**src/hw/tcr_defs.svh**
```systemverilog
`ifndef TCR_DEFS_SVH
`define TCR_DEFS_SVH

// Register byte addresses
`define TCR_ADDR_CTRL 8'h00
`define TCR_ADDR_CNT_LO 8'h04
`define TCR_ADDR_CNT_HI 8'h08
`define TCR_ADDR_CAP_LO 8'h0C
`define TCR_ADDR_CAP_HI 8'h10
`define TCR_ADDR_IRQ_STAT 8'h14
`define TCR_ADDR_IRQ_MASK 8'h18

// Control register fields
`define TCR_CTRL_OVF 7
`define TCR_CTRL_EXT 6
`define TCR_CTRL_RXSEL 5
`define TCR_CTRL_TXSEL 4
`define TCR_CTRL_EXTEN 3
`define TCR_CTRL_RUN 2
`define TCR_CTRL_CNTSEL 1
`define TCR_CTRL_CAPSEL 0

// Interrupt status fields
`define TCR_IRQ_OVF 0
`define TCR_IRQ_EXT 1

// Reset values
`define TCR_RST_BYTE 8'h00
`define TCR_RST_MASK 2'h0

// Machine cycle is twelve oscillator periods
`define TCR_OSC_DIV 12
`define TCR_DIV_LAST 4'hB

`endif

```
**src/hw/tcr_pkg.sv**
```systemverilog
package tcr_pkg;

    typedef enum logic [1:0] {
        TCR_MODE_OFF,
        TCR_MODE_RELOAD,
        TCR_MODE_CAPTURE,
        TCR_MODE_BAUD
    } tcr_mode_t;

endpackage

```
**src/hw/tcr_fall_detect.sv**
```systemverilog
`timescale 1ns/1ns

module tcr_fall_detect (
    // Clock and reset
    input wire logic sys_clk_in,
    input wire logic nrst_in,
    // Pin and sample strobe
    input wire logic pin_in,
    input wire logic sample_in,
    // One-cycle pulse per falling edge
    output logic fall_out
);

    logic meta_reg;
    logic sync_reg;
    logic prev_reg;
    logic fall_reg;
    logic fall_next;

    assign fall_next = sample_in && prev_reg && !sync_reg;
    assign fall_out = fall_reg;

    always_ff @(posedge sys_clk_in) begin
        if (!nrst_in) begin
            meta_reg <= 1'b1;
            sync_reg <= 1'b1;
            prev_reg <= 1'b1;
            fall_reg <= 1'b0;
        end else begin
            meta_reg <= pin_in;
            sync_reg <= meta_reg;
            if (sample_in) begin
                prev_reg <= sync_reg;
            end
            fall_reg <= fall_next;
        end
    end

endmodule

```
**src/hw/tcr_timer.sv**
```systemverilog
// The implementer's own choices: the address map and the AHB-Lite interface to the registers.
`timescale 1ns/1ns
`include "tcr_defs.svh"

module tcr_timer (
    // Clock and reset
    input wire logic sys_clk_in,
    input wire logic nrst_in,
    // AHB-Lite slave
    input wire logic hsel_in,
    input wire logic [31:0] haddr_in,
    input wire logic [1:0] htrans_in,
    input wire logic hwrite_in,
    input wire logic [2:0] hsize_in,
    input wire logic [31:0] hwdata_in,
    input wire logic hready_in,
    output logic [31:0] hrdata_out,
    output logic hreadyout_out,
    output logic hresp_out,
    // Pins
    input wire logic count_input_in,
    input wire logic trigger_input_in,
    // Serial port clocking
    input wire logic timer1_ovf_in,
    input wire logic serial_var_mode_in,
    output logic rx_baud_clk_out,
    output logic tx_baud_clk_out,
    // Status
    output tcr_pkg::tcr_mode_t mode_out,
    output logic timer_irq_req_out,
    output logic irq_out
);
    import tcr_pkg::*;

    ////////////////////////////////////////////////////////////////////////
    logic [7:0] ctrl_reg;
    logic [7:0] ctrl_next;
    logic [15:0] count_reg;
    logic [15:0] count_next;
    logic [15:0] cap_reg;
    logic [15:0] cap_next;
    logic [1:0] stat_reg;
    logic [1:0] stat_next;
    logic [1:0] mask_reg;
    logic [3:0] div_reg;
    logic mc_tick;
    logic count_fall;
    logic trig_fall;
    logic ovf_pulse_reg;

    ////////////////////////////////////////////////////////////////////////
    // Bus address and data phases
    logic ph_valid_reg;
    logic ph_write_reg;
    logic [7:0] ph_addr_reg;
    wire addr_take = hsel_in && htrans_in[1] && hready_in;
    wire wr_en = ph_valid_reg && ph_write_reg;
    wire wr_ctrl = wr_en && (ph_addr_reg == `TCR_ADDR_CTRL);
    wire wr_cnt_lo = wr_en && (ph_addr_reg == `TCR_ADDR_CNT_LO);
    wire wr_cnt_hi = wr_en && (ph_addr_reg == `TCR_ADDR_CNT_HI);
    wire wr_cap_lo = wr_en && (ph_addr_reg == `TCR_ADDR_CAP_LO);
    wire wr_cap_hi = wr_en && (ph_addr_reg == `TCR_ADDR_CAP_HI);
    wire wr_stat = wr_en && (ph_addr_reg == `TCR_ADDR_IRQ_STAT);
    wire wr_mask = wr_en && (ph_addr_reg == `TCR_ADDR_IRQ_MASK);
    wire [7:0] wbyte = hwdata_in[7:0];

    always_ff @(posedge sys_clk_in) begin
        if (!nrst_in) begin
            ph_valid_reg <= 1'b0;
            ph_write_reg <= 1'b0;
            ph_addr_reg <= 8'h00;
        end else if (hready_in) begin
            ph_valid_reg <= addr_take;
            ph_write_reg <= hwrite_in;
            ph_addr_reg <= haddr_in[7:0];
        end
    end

    assign hreadyout_out = 1'b1;
    assign hresp_out = 1'b0;

    // Read data taken from next-state values, so it matches the data phase
    logic [31:0] rdata_reg;
    wire [1:0] mask_next = wr_mask ? wbyte[1:0] : mask_reg;
    wire rd_take = addr_take && !hwrite_in;
    wire [7:0] rd_addr = haddr_in[7:0];
    wire [7:0] rd_byte =
        (rd_addr == `TCR_ADDR_CTRL) ? ctrl_next :
        (rd_addr == `TCR_ADDR_CNT_LO) ? count_next[7:0] :
        (rd_addr == `TCR_ADDR_CNT_HI) ? count_next[15:8] :
        (rd_addr == `TCR_ADDR_CAP_LO) ? cap_next[7:0] :
        (rd_addr == `TCR_ADDR_CAP_HI) ? cap_next[15:8] :
        (rd_addr == `TCR_ADDR_IRQ_STAT) ? {6'h00, stat_next} :
        (rd_addr == `TCR_ADDR_IRQ_MASK) ? {6'h00, mask_next} : 8'h00;

    always_ff @(posedge sys_clk_in) begin
        if (!nrst_in) begin
            rdata_reg <= 32'h00000000;
        end else if (hready_in) begin
            rdata_reg <= rd_take ? {24'h000000, rd_byte} : 32'h00000000;
        end
    end

    assign hrdata_out = rdata_reg;

    ////////////////////////////////////////////////////////////////////////
    // Machine-cycle strobe and pin edge detection
    assign mc_tick = (div_reg == `TCR_DIV_LAST);

    always_ff @(posedge sys_clk_in) begin
        if (!nrst_in) begin
            div_reg <= 4'h0;
        end else begin
            div_reg <= mc_tick ? 4'h0 : div_reg + 4'h1;
        end
    end

    tcr_fall_detect u_count_edge (
        .sys_clk_in(sys_clk_in),
        .nrst_in(nrst_in),
        .pin_in(count_input_in),
        .sample_in(mc_tick),
        .fall_out(count_fall)
    );

    tcr_fall_detect u_trig_edge (
        .sys_clk_in(sys_clk_in),
        .nrst_in(nrst_in),
        .pin_in(trigger_input_in),
        .sample_in(mc_tick),
        .fall_out(trig_fall)
    );

    ////////////////////////////////////////////////////////////////////////
    // Mode decode
    wire run = ctrl_reg[`TCR_CTRL_RUN];
    wire baud_sel = ctrl_reg[`TCR_CTRL_RXSEL] || ctrl_reg[`TCR_CTRL_TXSEL];
    wire ext_en = ctrl_reg[`TCR_CTRL_EXTEN];
    tcr_mode_t mode;

    always_comb begin
        if (!run) begin
            mode = TCR_MODE_OFF;
        end else if (baud_sel) begin
            mode = TCR_MODE_BAUD;
        end else if (ctrl_reg[`TCR_CTRL_CAPSEL]) begin
            mode = TCR_MODE_CAPTURE;
        end else begin
            mode = TCR_MODE_RELOAD;
        end
    end
    assign mode_out = mode;

    ////////////////////////////////////////////////////////////////////////
    // Counting, overflow, capture and reload
    wire cnt_tick = ctrl_reg[`TCR_CTRL_CNTSEL] ? count_fall : mc_tick;
    wire inc = run && cnt_tick;
    wire ovf = inc && (count_reg == 16'hFFFF);
    wire trig_ok = run && trig_fall && ext_en && !baud_sel;
    wire cap_evt = trig_ok && (mode == TCR_MODE_CAPTURE);
    wire trig_reload = trig_ok && (mode == TCR_MODE_RELOAD);
    wire ovf_reload = ovf && (mode != TCR_MODE_CAPTURE);
    wire ovf_flag_set = ovf && !baud_sel;
    wire ext_flag_set = cap_evt || trig_reload;

    always_comb begin
        count_next = count_reg;
        if (trig_reload || ovf_reload) begin
            count_next = cap_reg;
        end else if (inc) begin
            count_next = count_reg + 16'h0001;
        end
        if (wr_cnt_lo) begin
            count_next[7:0] = wbyte;
        end
        if (wr_cnt_hi) begin
            count_next[15:8] = wbyte;
        end
    end

    always_comb begin
        cap_next = cap_reg;
        if (cap_evt) begin
            cap_next = count_reg;
        end
        if (wr_cap_lo) begin
            cap_next[7:0] = wbyte;
        end
        if (wr_cap_hi) begin
            cap_next[15:8] = wbyte;
        end
    end

    // Flags hold until software writes 0; a new event wins over that clear
    always_comb begin
        ctrl_next = wr_ctrl ? wbyte : ctrl_reg;
        if (ovf_flag_set) begin
            ctrl_next[`TCR_CTRL_OVF] = 1'b1;
        end
        if (ext_flag_set) begin
            ctrl_next[`TCR_CTRL_EXT] = 1'b1;
        end
    end

    always_ff @(posedge sys_clk_in) begin
        if (!nrst_in) begin
            ctrl_reg <= `TCR_RST_BYTE;
            count_reg <= {`TCR_RST_BYTE, `TCR_RST_BYTE};
            cap_reg <= {`TCR_RST_BYTE, `TCR_RST_BYTE};
            ovf_pulse_reg <= 1'b0;
        end else begin
            ctrl_reg <= ctrl_next;
            count_reg <= count_next;
            cap_reg <= cap_next;
            ovf_pulse_reg <= ovf;
        end
    end

    ////////////////////////////////////////////////////////////////////////
    // Serial port clock selection
    wire rx_src = ctrl_reg[`TCR_CTRL_RXSEL] ? ovf_pulse_reg : timer1_ovf_in;
    wire tx_src = ctrl_reg[`TCR_CTRL_TXSEL] ? ovf_pulse_reg : timer1_ovf_in;
    assign rx_baud_clk_out = serial_var_mode_in && rx_src;
    assign tx_baud_clk_out = serial_var_mode_in && tx_src;

    ////////////////////////////////////////////////////////////////////////
    // Interrupts
    assign timer_irq_req_out = ctrl_reg[`TCR_CTRL_OVF] || ctrl_reg[`TCR_CTRL_EXT];

    always_comb begin
        stat_next = stat_reg;
        if (wr_stat) begin
            stat_next = stat_reg & ~wbyte[1:0];
        end
        if (ovf_flag_set) begin
            stat_next[`TCR_IRQ_OVF] = 1'b1;
        end
        if (ext_flag_set) begin
            stat_next[`TCR_IRQ_EXT] = 1'b1;
        end
    end

    always_ff @(posedge sys_clk_in) begin
        if (!nrst_in) begin
            stat_reg <= `TCR_RST_MASK;
            mask_reg <= `TCR_RST_MASK;
        end else begin
            stat_reg <= stat_next;
            if (wr_mask) begin
                mask_reg <= wbyte[1:0];
            end
        end
    end

    assign irq_out = |(stat_reg & mask_reg);

    ////////////////////////////////////////////////////////////////////////
    // Checks
    property p_ovf_flag;
        @(posedge sys_clk_in) disable iff (!nrst_in)
        (ovf && !baud_sel) |=> ctrl_reg[`TCR_CTRL_OVF] && stat_reg[`TCR_IRQ_OVF];
    endproperty
    a_ovf_flag: assert property (p_ovf_flag) else $error("overflow flag not set");

    property p_baud_noflag;
        @(posedge sys_clk_in) disable iff (!nrst_in)
        (baud_sel && !ctrl_reg[`TCR_CTRL_OVF] && !wr_ctrl) |=> !ctrl_reg[`TCR_CTRL_OVF];
    endproperty
    a_baud_noflag: assert property (p_baud_noflag) else $error("flag set in baud mode");

    property p_reload;
        @(posedge sys_clk_in) disable iff (!nrst_in)
        (ovf && mode != TCR_MODE_CAPTURE && !wr_cnt_lo && !wr_cnt_hi)
        |=> count_reg == $past(cap_reg);
    endproperty
    a_reload: assert property (p_reload) else $error("rollover did not reload");

    property p_capture;
        @(posedge sys_clk_in) disable iff (!nrst_in)
        (cap_evt && !wr_cap_lo && !wr_cap_hi)
        |=> cap_reg == $past(count_reg) && ctrl_reg[`TCR_CTRL_EXT];
    endproperty
    a_capture: assert property (p_capture) else $error("capture missed");

    property p_trig_reload;
        @(posedge sys_clk_in) disable iff (!nrst_in)
        (trig_reload && !wr_cnt_lo && !wr_cnt_hi) |=> count_reg == $past(cap_reg);
    endproperty
    a_trig_reload: assert property (p_trig_reload) else $error("trigger reload missed");

    property p_trig_ignored;
        @(posedge sys_clk_in) disable iff (!nrst_in)
        (trig_fall && (!ext_en || baud_sel) && !wr_ctrl && !ctrl_reg[`TCR_CTRL_EXT])
        |=> !ctrl_reg[`TCR_CTRL_EXT];
    endproperty
    a_trig_ignored: assert property (p_trig_ignored) else $error("trigger not ignored");

    property p_stopped;
        @(posedge sys_clk_in) disable iff (!nrst_in)
        (!run && !wr_en) |=> count_reg == $past(count_reg) && cap_reg == $past(cap_reg);
    endproperty
    a_stopped: assert property (p_stopped) else $error("stopped timer changed");

    property p_irq;
        @(posedge sys_clk_in) disable iff (!nrst_in)
        (ovf_flag_set && mask_reg[`TCR_IRQ_OVF]) |=> irq_out && timer_irq_req_out;
    endproperty
    a_irq: assert property (p_irq) else $error("interrupt not raised");

    property p_rx_clk;
        @(posedge sys_clk_in) disable iff (!nrst_in)
        (ovf && ctrl_reg[`TCR_CTRL_RXSEL] && serial_var_mode_in) |=>
        (ctrl_reg[`TCR_CTRL_RXSEL] && serial_var_mode_in) |-> rx_baud_clk_out;
    endproperty
    a_rx_clk: assert property (p_rx_clk) else $error("receive clock missed");

    property p_tx_clk;
        @(posedge sys_clk_in) disable iff (!nrst_in)
        (!ctrl_reg[`TCR_CTRL_TXSEL] && serial_var_mode_in)
        |-> tx_baud_clk_out == timer1_ovf_in;
    endproperty
    a_tx_clk: assert property (p_tx_clk) else $error("transmit clock wrong");

    property p_tick_rate;
        @(posedge sys_clk_in) disable iff (!nrst_in)
        mc_tick |=> !mc_tick [*8] ##1 !mc_tick ##1 !mc_tick ##1 !mc_tick ##1 mc_tick;
    endproperty
    a_tick_rate: assert property (p_tick_rate) else $error("machine cycle not twelve");

endmodule

```
**config.mk**
```make
export PLATFORM = sky130hd
export DESIGN_NAME = tcr_timer
export DESIGN_NICKNAME = d
export VERILOG_FILES = /design/src/hw/tcr_pkg.sv /design/src/hw/tcr_fall_detect.sv /design/src/hw/tcr_timer.sv
export VERILOG_INCLUDE_DIRS = /design/src /design/src/hw
export SDC_FILE = /design/constraint.sdc
export NUM_CORES = 1
export LEC_CHECK = 0
export ABC_AREA = 1
export ABC_CLOCK_PERIOD_IN_PS = 2050
export BUFFER_PORTS_ARGS = -buffer_cell sky130_fd_sc_hd__buf_2
export CAP_MARGIN = 20
export CORE_UTILIZATION = 49
export DETAILED_ROUTE_END_ITERATION = 8
export GPL_TIMING_DRIVEN = 0
export PLACE_DENSITY = 0.79
export REMOVE_ABC_BUFFERS = 1
export SYNTH_ARGS = -nofsm -noshare
export SYNTH_HDL_FRONTEND = slang
export SYNTH_SLANG_ARGS = --single-unit
```
**constraint.sdc**
```tcl
create_clock -name sys_clk_in -period 2.05 [get_ports sys_clk_in]
set_clock_uncertainty 0.05 [all_clocks]
set_input_delay 0.1025 -clock sys_clk_in [delete_from_list [all_inputs] [get_ports sys_clk_in]]
set_output_delay 0.1025 -clock sys_clk_in [all_outputs]
set_load 0.05 [all_outputs]
```
Yosys cells after proc, flatten, opt, wreduce, memory -nomap -nowiden
Cells that the tools add are included.
{"block": "totals", "ff_bits": 99, "in_bits": 78, "output_inout_bits": 40, "elab_cells": 108}
{"block": "classes", "add_sub_neg": 2, "eq_ne": 17, "muxes": 28, "bitwise": 4, "n_reduce_logical": 38}
{"operator": "$mux W8", "n": 11}
{"operator": "$eq A8 B5 Y1 const B", "n": 6}
{"operator": "$mux W16", "n": 3}
{"operator": "$eq A8 B4 Y1 const B", "n": 4}
{"operator": "$logic_and A1 B1 Y1", "n": 26}
{"operator": "$add A16 B1 Y16 const B", "n": 1}
{"operator": "$eq A16 B16 Y1 const B", "n": 1}
{"operator": "$eq A8 B3 Y1 const B", "n": 2}
{"operator": "$logic_not A8 Y1", "n": 2}
{"operator": "$mux W2", "n": 7}
{"operator": "$mux W1", "n": 7}
{"operator": "$add A4 B1 Y4 const B", "n": 1}
{"operator": "$and A2 B2 Y2", "n": 2}
{"operator": "$eq A4 B4 Y1 const B", "n": 1}
{"operator": "$logic_not A1 Y1", "n": 4}
{"operator": "$logic_or A1 B1 Y1", "n": 4}
{"operator": "$reduce_or A2 Y1", "n": 2}
{"operator": "$eq A2 B1 Y1 const B", "n": 1}
{"operator": "$eq A2 B2 Y1 const B", "n": 1}
{"operator": "$ne A2 B2 Y1 const B", "n": 1}
{"operator": "$not A2 Y2", "n": 1}
{"operator": "$not A1 Y1", "n": 1}

Logic depth before layout (Yosys ltp)
Gate-level depths: netlist of run 1.
{"block": "depth", "word_depth": 14, "ltp_mapped": 17, "ltp_nobuf": 16}

Hierarchy
From an unflattened synthesis of run 1, not the netlist that was laid out.
{"block": "unflattened", "hier_cells": 753, "area_unflattened_um2": 4667.0}
{"module": "tcr_timer", "n_inst": 1, "cells_per_inst": 721, "area_each_um2": 4414.2, "seq_area_each_um2": 1341.3}
{"module": "tcr_fall_detect", "n_inst": 2, "cells_per_inst": 16, "area_each_um2": 126.4, "seq_area_each_um2": 80.1}

Worst setup path after synthesis of run 1
No wires, ideal clock.
{"block": "synth_path", "path_kind": "register to register", "start": "reg div_reg[0]", "end": "reg rdata_reg[2] (netlist: hrdata_out[2])", "setup_time_ns": 0.138, "t_arrival_ns": 1.737, "t_required_ns": 1.862, "setup_slack_ns": 0.125, "stages_incl_launch_ff": 15, "path_buffers": 2, "period_less_slack_ns": 1.925, "cell_sequence": "dfxtp_1 -> ha_1 -> nand3_2 -> a21oi_2 -> buf_4 -> nand3_2 -> nand2_2 -> buf_8 -> nand2_1 -> nand3_2 -> nand2_1 -> a21oi_1 -> nand2_1 -> nand2_1 -> a21oi_2"}
{"block": "synth_via", "elab_chain_cells": 12, "elab_cells_between_ends": 14, "cone_classes": "1 x eq/ne; 9 x mux; 4 x reduce/logical"}
{"item": "start, declared", "line_no": "tcr_timer.sv:45", "source": "logic [3:0] div_reg;"}
{"item": "start signal, assigned", "line_no": "tcr_timer.sv:114", "source": "div_reg <= mc_tick ? 4'h0 : div_reg + 4'h1;"}
{"item": "$eq A4 B4 Y1 (no line) (*)"}
{"item": "$mux W1 (*)", "line_no": "tcr_timer.sv:156", "source": "wire cnt_tick = ctrl_reg[`TCR_CTRL_CNTSEL] ? count_fall : mc_tick;"}
{"item": "$logic_and A1 B1 Y1 (*)", "line_no": "tcr_timer.sv:157", "source": "wire inc = run && cnt_tick;"}
{"item": "$logic_and A1 B1 Y1", "line_no": "tcr_timer.sv:158", "source": "wire ovf = inc && (count_reg == 16'hFFFF);"}
{"item": "$logic_and A1 B1 Y1", "line_no": "tcr_timer.sv:162", "source": "wire ovf_reload = ovf && (mode != TCR_MODE_CAPTURE);"}
{"item": "$logic_or A1 B1 Y1", "line_no": "tcr_timer.sv:168", "source": "if (trig_reload || ovf_reload) begin"}
{"item": "$mux W16 (*)", "line_no": "tcr_timer.sv:168"}
{"item": "$mux W8", "line_no": "tcr_timer.sv:176", "source": "if (wr_cnt_hi) begin"}
{"item": "$mux W8", "line_no": "tcr_timer.sv:90", "source": "(rd_addr == `TCR_ADDR_CNT_HI) ? count_next[15:8] :"}
{"item": "$mux W8 (*)", "line_no": "tcr_timer.sv:89", "source": "(rd_addr == `TCR_ADDR_CNT_LO) ? count_next[7:0] :"}
{"item": "$mux W8 (*)", "line_no": "tcr_timer.sv:88", "source": "(rd_addr == `TCR_ADDR_CTRL) ? ctrl_next :"}
{"item": "$mux W8 (*)", "line_no": "tcr_timer.sv:100", "source": "rdata_reg <= rd_take ? {24'h000000, rd_byte} : 32'h00000000;"}
{"item": "end signal, assigned", "line_no": "tcr_timer.sv:100"}
{"item": "end, declared", "line_no": "tcr_timer.sv:83", "source": "logic [31:0] rdata_reg;"}
Every way passes the cells marked *; elsewhere a longest branch is shown, timed or not.
A chain may end at the register's enable or synchronous reset.

Worst setup path in the final report of run 1
{"block": "layout_path", "start": "reg count_reg[0]", "end": "reg rdata_reg[6] (netlist: hrdata_out[6])"}
{"block": "layout_via", "elab_chain_cells": 10, "elab_cells_between_ends": 13, "cone_classes": "1 x add/sub; 1 x eq/ne; 8 x mux; 3 x reduce/logical"}
{"item": "start, declared", "line_no": "tcr_timer.sv:38", "source": "logic [15:0] count_reg;"}
{"item": "start signal, assigned", "line_no": "tcr_timer.sv:208", "source": "count_reg <= {`TCR_RST_BYTE, `TCR_RST_BYTE};"}
{"item": "start signal, assigned", "line_no": "tcr_timer.sv:213", "source": "count_reg <= count_next;"}
{"item": "parallel branches: the longest is 4 deep, another holds $add A16 B1 Y16"}
{"item": "$mux W16 (*)", "line_no": "tcr_timer.sv:168"}
{"item": "$mux W8", "line_no": "tcr_timer.sv:176"}
{"item": "$mux W8", "line_no": "tcr_timer.sv:90"}
{"item": "$mux W8 (*)", "line_no": "tcr_timer.sv:89"}
{"item": "$mux W8 (*)", "line_no": "tcr_timer.sv:88"}
{"item": "$mux W8 (*)", "line_no": "tcr_timer.sv:100"}
Mark *: on every way between the ends.

==> impl_metrics.json, run 1 <==
{
  "outcome": "complete, but fails checks",
  "violations": "setup timing",
  "syn_area_mm2": 0.00468,
  "fin_ws_ps": -126,
  "n_antenna_cell": 0,
  "max_slew_margin": 0.392,
  "ys_seq_area_frac": 0.321,
  "fp.dieH_um": 99.7,
  "regArea_mm2": 0.00153,
  "crit_required_ps": 2240,
  "worst_pin_slew_ps": 908,
  "power.density_mw_per_mm2": 512,
  "r2r_start": "count_reg[0]$_SDFF_PN0_",
  "clk_pin_slew_ps": 90,
  "grt_max_degree": 62,
  "p_total_mw": 3.05,
  "peakVddDrop_mv": 0.408,
  "initial_core_util": 0.507,
  "setup_viol": 8,
  "pin_count": 118,
  "netlist_instances": 731,
  "synth_fa_ha_area_frac": 0.00535,
  "timing.rr.end": "hrdata_out[6]$_SDFFE_PN0P_",
  "drtAntennaViolNets": 0,
  "total_leakage_power_nw": 2.62,
  "root_buffer": "clkbuf_8",
  "vias_per_cell": 5.64,
  "ys_warn_count": 0,
  "grt_pass1_wl_mm": 23.4,
  "rsz0062_at_grt": "true",
  "dp_hpwl_mm": 8.74,
  "fmax_mhz": 460,
  "grt_pass1_vias": 4774,
  "cap_violations": 0,
  "cts_tree": "done",
  "fin_crit_sh": 1.06,
  "clock_path_buffers": 2,
  "synthMuxAreaShare": 0,
  "final-hold-violation-count": 0,
  "chipWidth_um": 99.7,
  "crit_path_end_kind": "flop",
  "dr.pass1.iters": 5,
  "start_kind": "flop",
  "cts.sinks": 75,
  "drive_above_1_share": 0.282,
  "wl_mm": 15.6,
  "antenna_found_initial": 0,
  "syn2layout_area_growth_pct": 27.5,
  "synth_simple_gate_area_frac": 0.399,
  "synth-compound-area-share": 0.127,
  "instances_no_fill": 956,
  "post-route-drc-count": 0,
  "period_needed_ps": 2180,
  "synth_area_per_cell_um2": 6.40,
  "dr.first_iter.drc_count": 508,
  "synth_cell_type_count": 35,
  "min_path_type": "input port to flop",
  "coreArea_mm2": 0.00924,
  "portBuffers": 39,
  "whs_path_depth": 2,
  "fin_nets": 902,
  "place.gp.congestion": 0.920,
  "route.vias.total": 5396,
  "die_area_mm2": 0.00995,
  "cts_max_level": 3,
  "clk-insertion-delay-late_ps": 380,
  "synth_top_family_by_area": "simple AND/OR/NAND/NOR gates",
  "r2r_slack_ps": -130,
  "ff2ff_path_depth": 16,
  "gr-total-overflow": 0,
  "synth_xor_area_frac": 0.0112,
  "track_usage": 0.310,
  "drv_slew": 0,
  "wl_per_cell_um": 16.4,
  "hp-start": "hready_in",
  "ys_ff_latch": 75,
  "multi_input_area_mm2": 0.00302,
  "cp_max_fo": 8,
  "whs_ps": 27.7,
  "cts_buffers": 9,
  "rows": 35,
  "crit_type": "flop to flop",
  "crit_arrival_ps": 2360,
  "placed_cells": 878,
  "holdPathEnd": "ph_addr_reg[3]$_SDFFE_PN0P_",
  "num-fill-cells": 764
}
-- cell families (layout without fill, tap and decap cells) --
family	Yosys count	after routing
simple gates	418	421
fa+ha+maj	2	2
xor+xnor	6	6
compound gates	97	98
other cells	2	26
buf+inv	131	199
flops	75	75
-- metal layers --
layer	part of all wire	vias up	wire length (um)	track usage
met5	0	-	0	0
met4	0.079	0	1230	0.196
met3	0.11	119	1770	0.0956
met2	0.43	391	6710	0.491
met1	0.38	2411	5920	0.364
li1	-	2475	-	-
-- critical path, stage by stage (launching register included) --
cell     delay (ps)
dfxtp_4         380
ha_4            130
nand3_2          80
inv_2            90
nand2_4          60
nor2_4          170
nand2_2         100
nand2_4         150
nand2_8         120
nor2_4          120
nor2_1           40
nand2_1          70
nand3_1          90
nand2_1         140
nand2_2          90
nand2_2          90
a21oi_2          60
-- timing repair --
action / CTS / global route
gates resized for setup: 63 / 59
endpoints found under the hold margin: 23 / 0
endpoints found under the setup margin: 30 / 14
pin swaps: 23 / 46
buffers inserted: 26 / 11
hold buffers: 21 / 0
gates cloned: 4 / 1
-- report_power, final --
part	total, mW	internal, mW	switching, mW	leakage (nW)
registers	1.49	1.47	0.0165	0.615
clock network	1.22	0.571	0.652	0.100
logic	0.340	0.0903	0.249	1.91
total	3.05	2.14	0.918	2.62
-- stage by stage --
step                TNS, ps   util  cell area, um^2  setup WS, ps
finish                 -675  0.646             5970          -126
global placement     -32510  0.521             4820         -1080
CTS                       0  0.616             5690         0.802
floorplan             -2120      -             4460          -269
detailed placement   -18720  0.522             4820         -1080
global route          -1140  0.646             5970          -201
-- synth_stat cells, drive strengths merged --
cell type	instances	area (um^2)
xor2	5	43.8
nor4	2	12.5
dfxtp	75	1500
nand3	70	420
a22o	1	8.76
inv	85	319
a21boi	1	7.51
o21ai	38	190
clkbuf	9	33.8
clkinv	1	3.75
nand2	229	895
nor2	97	412
xnor2	1	8.76
a21oi	35	209
nand4	9	56.3
buf	36	275
o211a	1	10.0
o211ai	21	168
ha	2	25.0
or2	7	43.8
conb	2	7.51
nor3	4	30.0
-- worst max-delay path by stage --
| stage | slack [ps] | endpoint | startpoint | depth (start not counted) |
|---|---|---|---|---|
| detailed placement | -1080 | hrdata_out[6]$_SDFFE_PN0P_ | div_reg[0]$_SDFF_PP0_ | 14 |
| global placement | -1080 | hrdata_out[6]$_SDFFE_PN0P_ | div_reg[0]$_SDFF_PP0_ | 14 |
| floorplan | -270 | hrdata_out[6]$_SDFFE_PN0P_ | div_reg[0]$_SDFF_PP0_ | 14 |
| global route | -200 | hrdata_out[4]$_SDFFE_PN0P_ | ctrl_reg[4]$_SDFF_PN0_ | 13 |
| CTS | 0.8 | hrdata_out[3]$_SDFFE_PN0P_ | count_reg[6]$_SDFF_PN0_ | 15 |
| finish | -130 | hrdata_out[6]$_SDFFE_PN0P_ | count_reg[0]$_SDFF_PN0_ | 16 |
-- cell usage in the layout (no fill, tap or decap), drive strengths merged, types with 4 or more instances in the layout --
| cell type | synthesis | final |
|---|---|---|
| buf | 36 | 75 |
| o211ai | 21 | 21 |
| nor2 | 97 | 97 |
| dfxtp | 75 | 75 |
| nor3 | 4 | 4 |
| conb | 2 | 26 |
| inv | 85 | 90 |
| a21oi | 35 | 36 |
| dlygate4sd3 | 0 | 21 |
| xor2 | 5 | 5 |
| clkbuf | 9 | 9 |
| nand4 | 9 | 9 |
| nand3 | 70 | 71 |
| nand2 | 229 | 231 |
| o21ai | 38 | 38 |
| or2 | 7 | 7 |
-- cell type report --
type                       count  area share
multi-input combinational    553       0.506
timing repair buffer          96       0.119
inverter                      86      0.0562
clock inverter                 7      0.0124
tap                          129      0.0270
timing repair inverter         1     0.00189
sequential                    75       0.256
clock buffer                   9      0.0208
No activity file was read; power rests on OpenSTA's default activity.
==> run 2: changes to the inputs <==
ABC_CLOCK_PERIOD_IN_PS = 2000   (was 2050)
clock period = 2 ns   (was 2.05 ns; I/O delays follow)
==> impl_metrics.json, run 2 (synthesized netlist as in run 1, its figures left out) <==
{
  "grt_pass1_wl_mm": 24.3,
  "hp-start": "hready_in",
  "cp_max_fo": 7,
  "slowest_delay_ps": 380,
  "post-route-drc-count": 0,
  "design_area_mm2": 0.00595,
  "fin_nets": 907,
  "combPwrFrac": 0.112,
  "fin_crit_sh": 1.08,
  "cts_max_level": 3,
  "timing.rr.end": "hrdata_out[2]$_SDFFE_PN0P_",
  "clock_path_buffers": 2,
  "total_leakage_power_nw": 2.60,
  "rows": 35,
  "power.density_mw_per_mm2": 526,
  "cts_tree": "done",
  "clk_pin_slew_ps": 90,
  "whs_path_depth": 2,
  "grt_pass1_vias": 4969,
  "crit_type": "flop to flop",
  "coreArea_mm2": 0.00924,
  "seqPwrFrac": 0.489,
  "antenna_found_initial": 0,
  "regArea_mm2": 0.00153,
  "setup_viol": 8,
  "drv_slew": 0,
  "clockPowerShare": 0.399,
  "violations": "setup timing",
  "mostFrequentLayoutCells": "nand2_1, nor2_1, inv_1",
  "n_antenna_cell": 0,
  "cts.sinks": 75,
  "p_total_mw": 3.12,
  "grt_max_degree": 62,
  "track_usage": 0.321,
  "dp_hpwl_mm": 8.74,
  "dr.pass1.iters": 5,
  "clk-insertion-delay-late_ps": 380,
  "final-hold-violation-count": 0,
  "placed_cell_area_mm2": 0.00482,
  "pin_count": 118,
  "p_int_mw": 2.19,
  "r2r_slack_ps": -160,
  "outcome": "complete, but fails checks",
  "initial_core_util": 0.507,
  "rsz0062_at_grt": "true",
  "min_path_type": "input port to flop",
  "vias_per_cell": 5.48,
  "route.vias.total": 5269,
  "critPathSlowestCell": "dfxtp_4",
  "fp.dieH_um": 99.7,
  "peakVddDrop_mv": 0.424,
  "crit_arrival_ps": 2360,
  "instances_no_fill": 961,
  "multi_input_area_mm2": 0.00296,
  "p_sw_frac": 0.300,
  "cts_buffers": 9,
  "r2r_start": "count_reg[0]$_SDFF_PN0_",
  "max_slew_margin": 0.385,
  "wl_mm": 15.3,
  "chipWidth_um": 99.7,
  "num-fill-cells": 773,
  "critical_path.most_common_cell": "nand2_1",
  "holdPathEnd": "ph_addr_reg[3]$_SDFFE_PN0P_",
  "crit_path_end_kind": "flop",
  "place.gp.congestion": 0.920,
  "fmax_mhz": 462,
  "portBuffers": 39,
  "gr-total-overflow": 0,
  "whs_ps": 16.9,
  "root_buffer": "clkbuf_8",
  "ff2ff_path_depth": 16,
  "p_sw_uw": 937,
  "worst_pin_slew_ps": 919,
  "fin_ws_ps": -164,
  "path_cells": "ha_4, nand3_2, inv_2, nand2_4, nor2_4, nand2_2, nand2_4, nand2_4, nand3_2, nand2_1, nand2_1, nand2_1, nand2_1, nand2_1, nand2_1, a21oi_2",
  "placed_cells": 878,
  "drtAntennaViolNets": 0,
  "die_area_mm2": 0.00995,
  "period_needed_ps": 2160,
  "start_kind": "flop",
  "drive_above_1_share": 0.279,
  "wl_per_cell_um": 15.9,
  "cap_violations": 0,
  "syn2layout_area_growth_pct": 27.0,
  "final_common_cell": "nand2_1",
  "crit_required_ps": 2190,
  "dr.first_iter.drc_count": 505
}
-- run 2: cell type report --
class | count | area share
clock buffer | 9 | 0.0208
sequential | 75 | 0.257
clock inverter | 7 | 0.0124
multi-input combinational | 553 | 0.498
tap | 129 | 0.0271
inverter | 86 | 0.0564
timing repair buffer | 101 | 0.126
timing repair inverter | 1 | 0.00105
-- run 2: metal layers --
metal	global-route usage	share of wire	vias to the layer above	wire (um)
li1	-	-	2479	-
met1	0.378	0.39	2334	5950
met2	0.499	0.44	350	6690
met3	0.0878	0.10	106	1550
met4	0.240	0.070	0	1070
met5	0	0	-	0
-- run 2: what timing repair did --
action                     4_1_cts  5_1_grt
gates resized for setup         81       28
hold buffers                    21        0
setup endpoints to repair       35       14
setup buffers                   37        4
hold endpoints to repair        23        0
pin swaps                       29       20
cloned                           5        0
-- run 2: power by group through the flow --
stage               Clock (mW)  Sequential (mW)  Combinational [mW]
finish                    1.25             1.53               0.349
global route              1.31             1.53               0.373
CTS                       1.25             1.53               0.333
detailed placement           0             1.56               0.274
global placement             0             1.56               0.273
floorplan                    0             1.56               0.204
-- run 2: metrics by stage --
stage / TNS (ps) / util / setup WS (ps)
CTS: -38.2 / 0.631 / -19.8
global route: -1650 / 0.643 / -234
floorplan: -3120 / - / -319
detailed placement: -20260 / 0.522 / -1130
finish: -1080 / 0.643 / -164
global placement: -35520 / 0.521 / -1130
-- run 2: worst max-delay path, delay by kind of cell, from the launching register on --
kind | cells | cell delay, ps
fa+ha+maj | 1 | 140
compound gates | 1 | 50
flops | 1 | 380
buf+inv | 1 | 110
simple gates | 13 | 1310
-- run 2: worst max path at each step --
| stage | startpoint | endpoint | slack, ps | cells after the start |
|---|---|---|---|---|
| after floorplan | div_reg[0]$_SDFF_PP0_ | hrdata_out[6]$_SDFFE_PN0P_ | -320 | 14 |
| after global placement | div_reg[0]$_SDFF_PP0_ | hrdata_out[6]$_SDFFE_PN0P_ | -1130 | 14 |
| after detailed placement | div_reg[0]$_SDFF_PP0_ | hrdata_out[6]$_SDFFE_PN0P_ | -1130 | 14 |
| after CTS | count_reg[1]$_SDFF_PN0_ | hrdata_out[2]$_SDFFE_PN0P_ | -20 | 16 |
| after global routing | count_reg[0]$_SDFF_PN0_ | hrdata_out[2]$_SDFFE_PN0P_ | -230 | 16 |
| final | count_reg[0]$_SDFF_PN0_ | hrdata_out[2]$_SDFFE_PN0P_ | -160 | 16 |
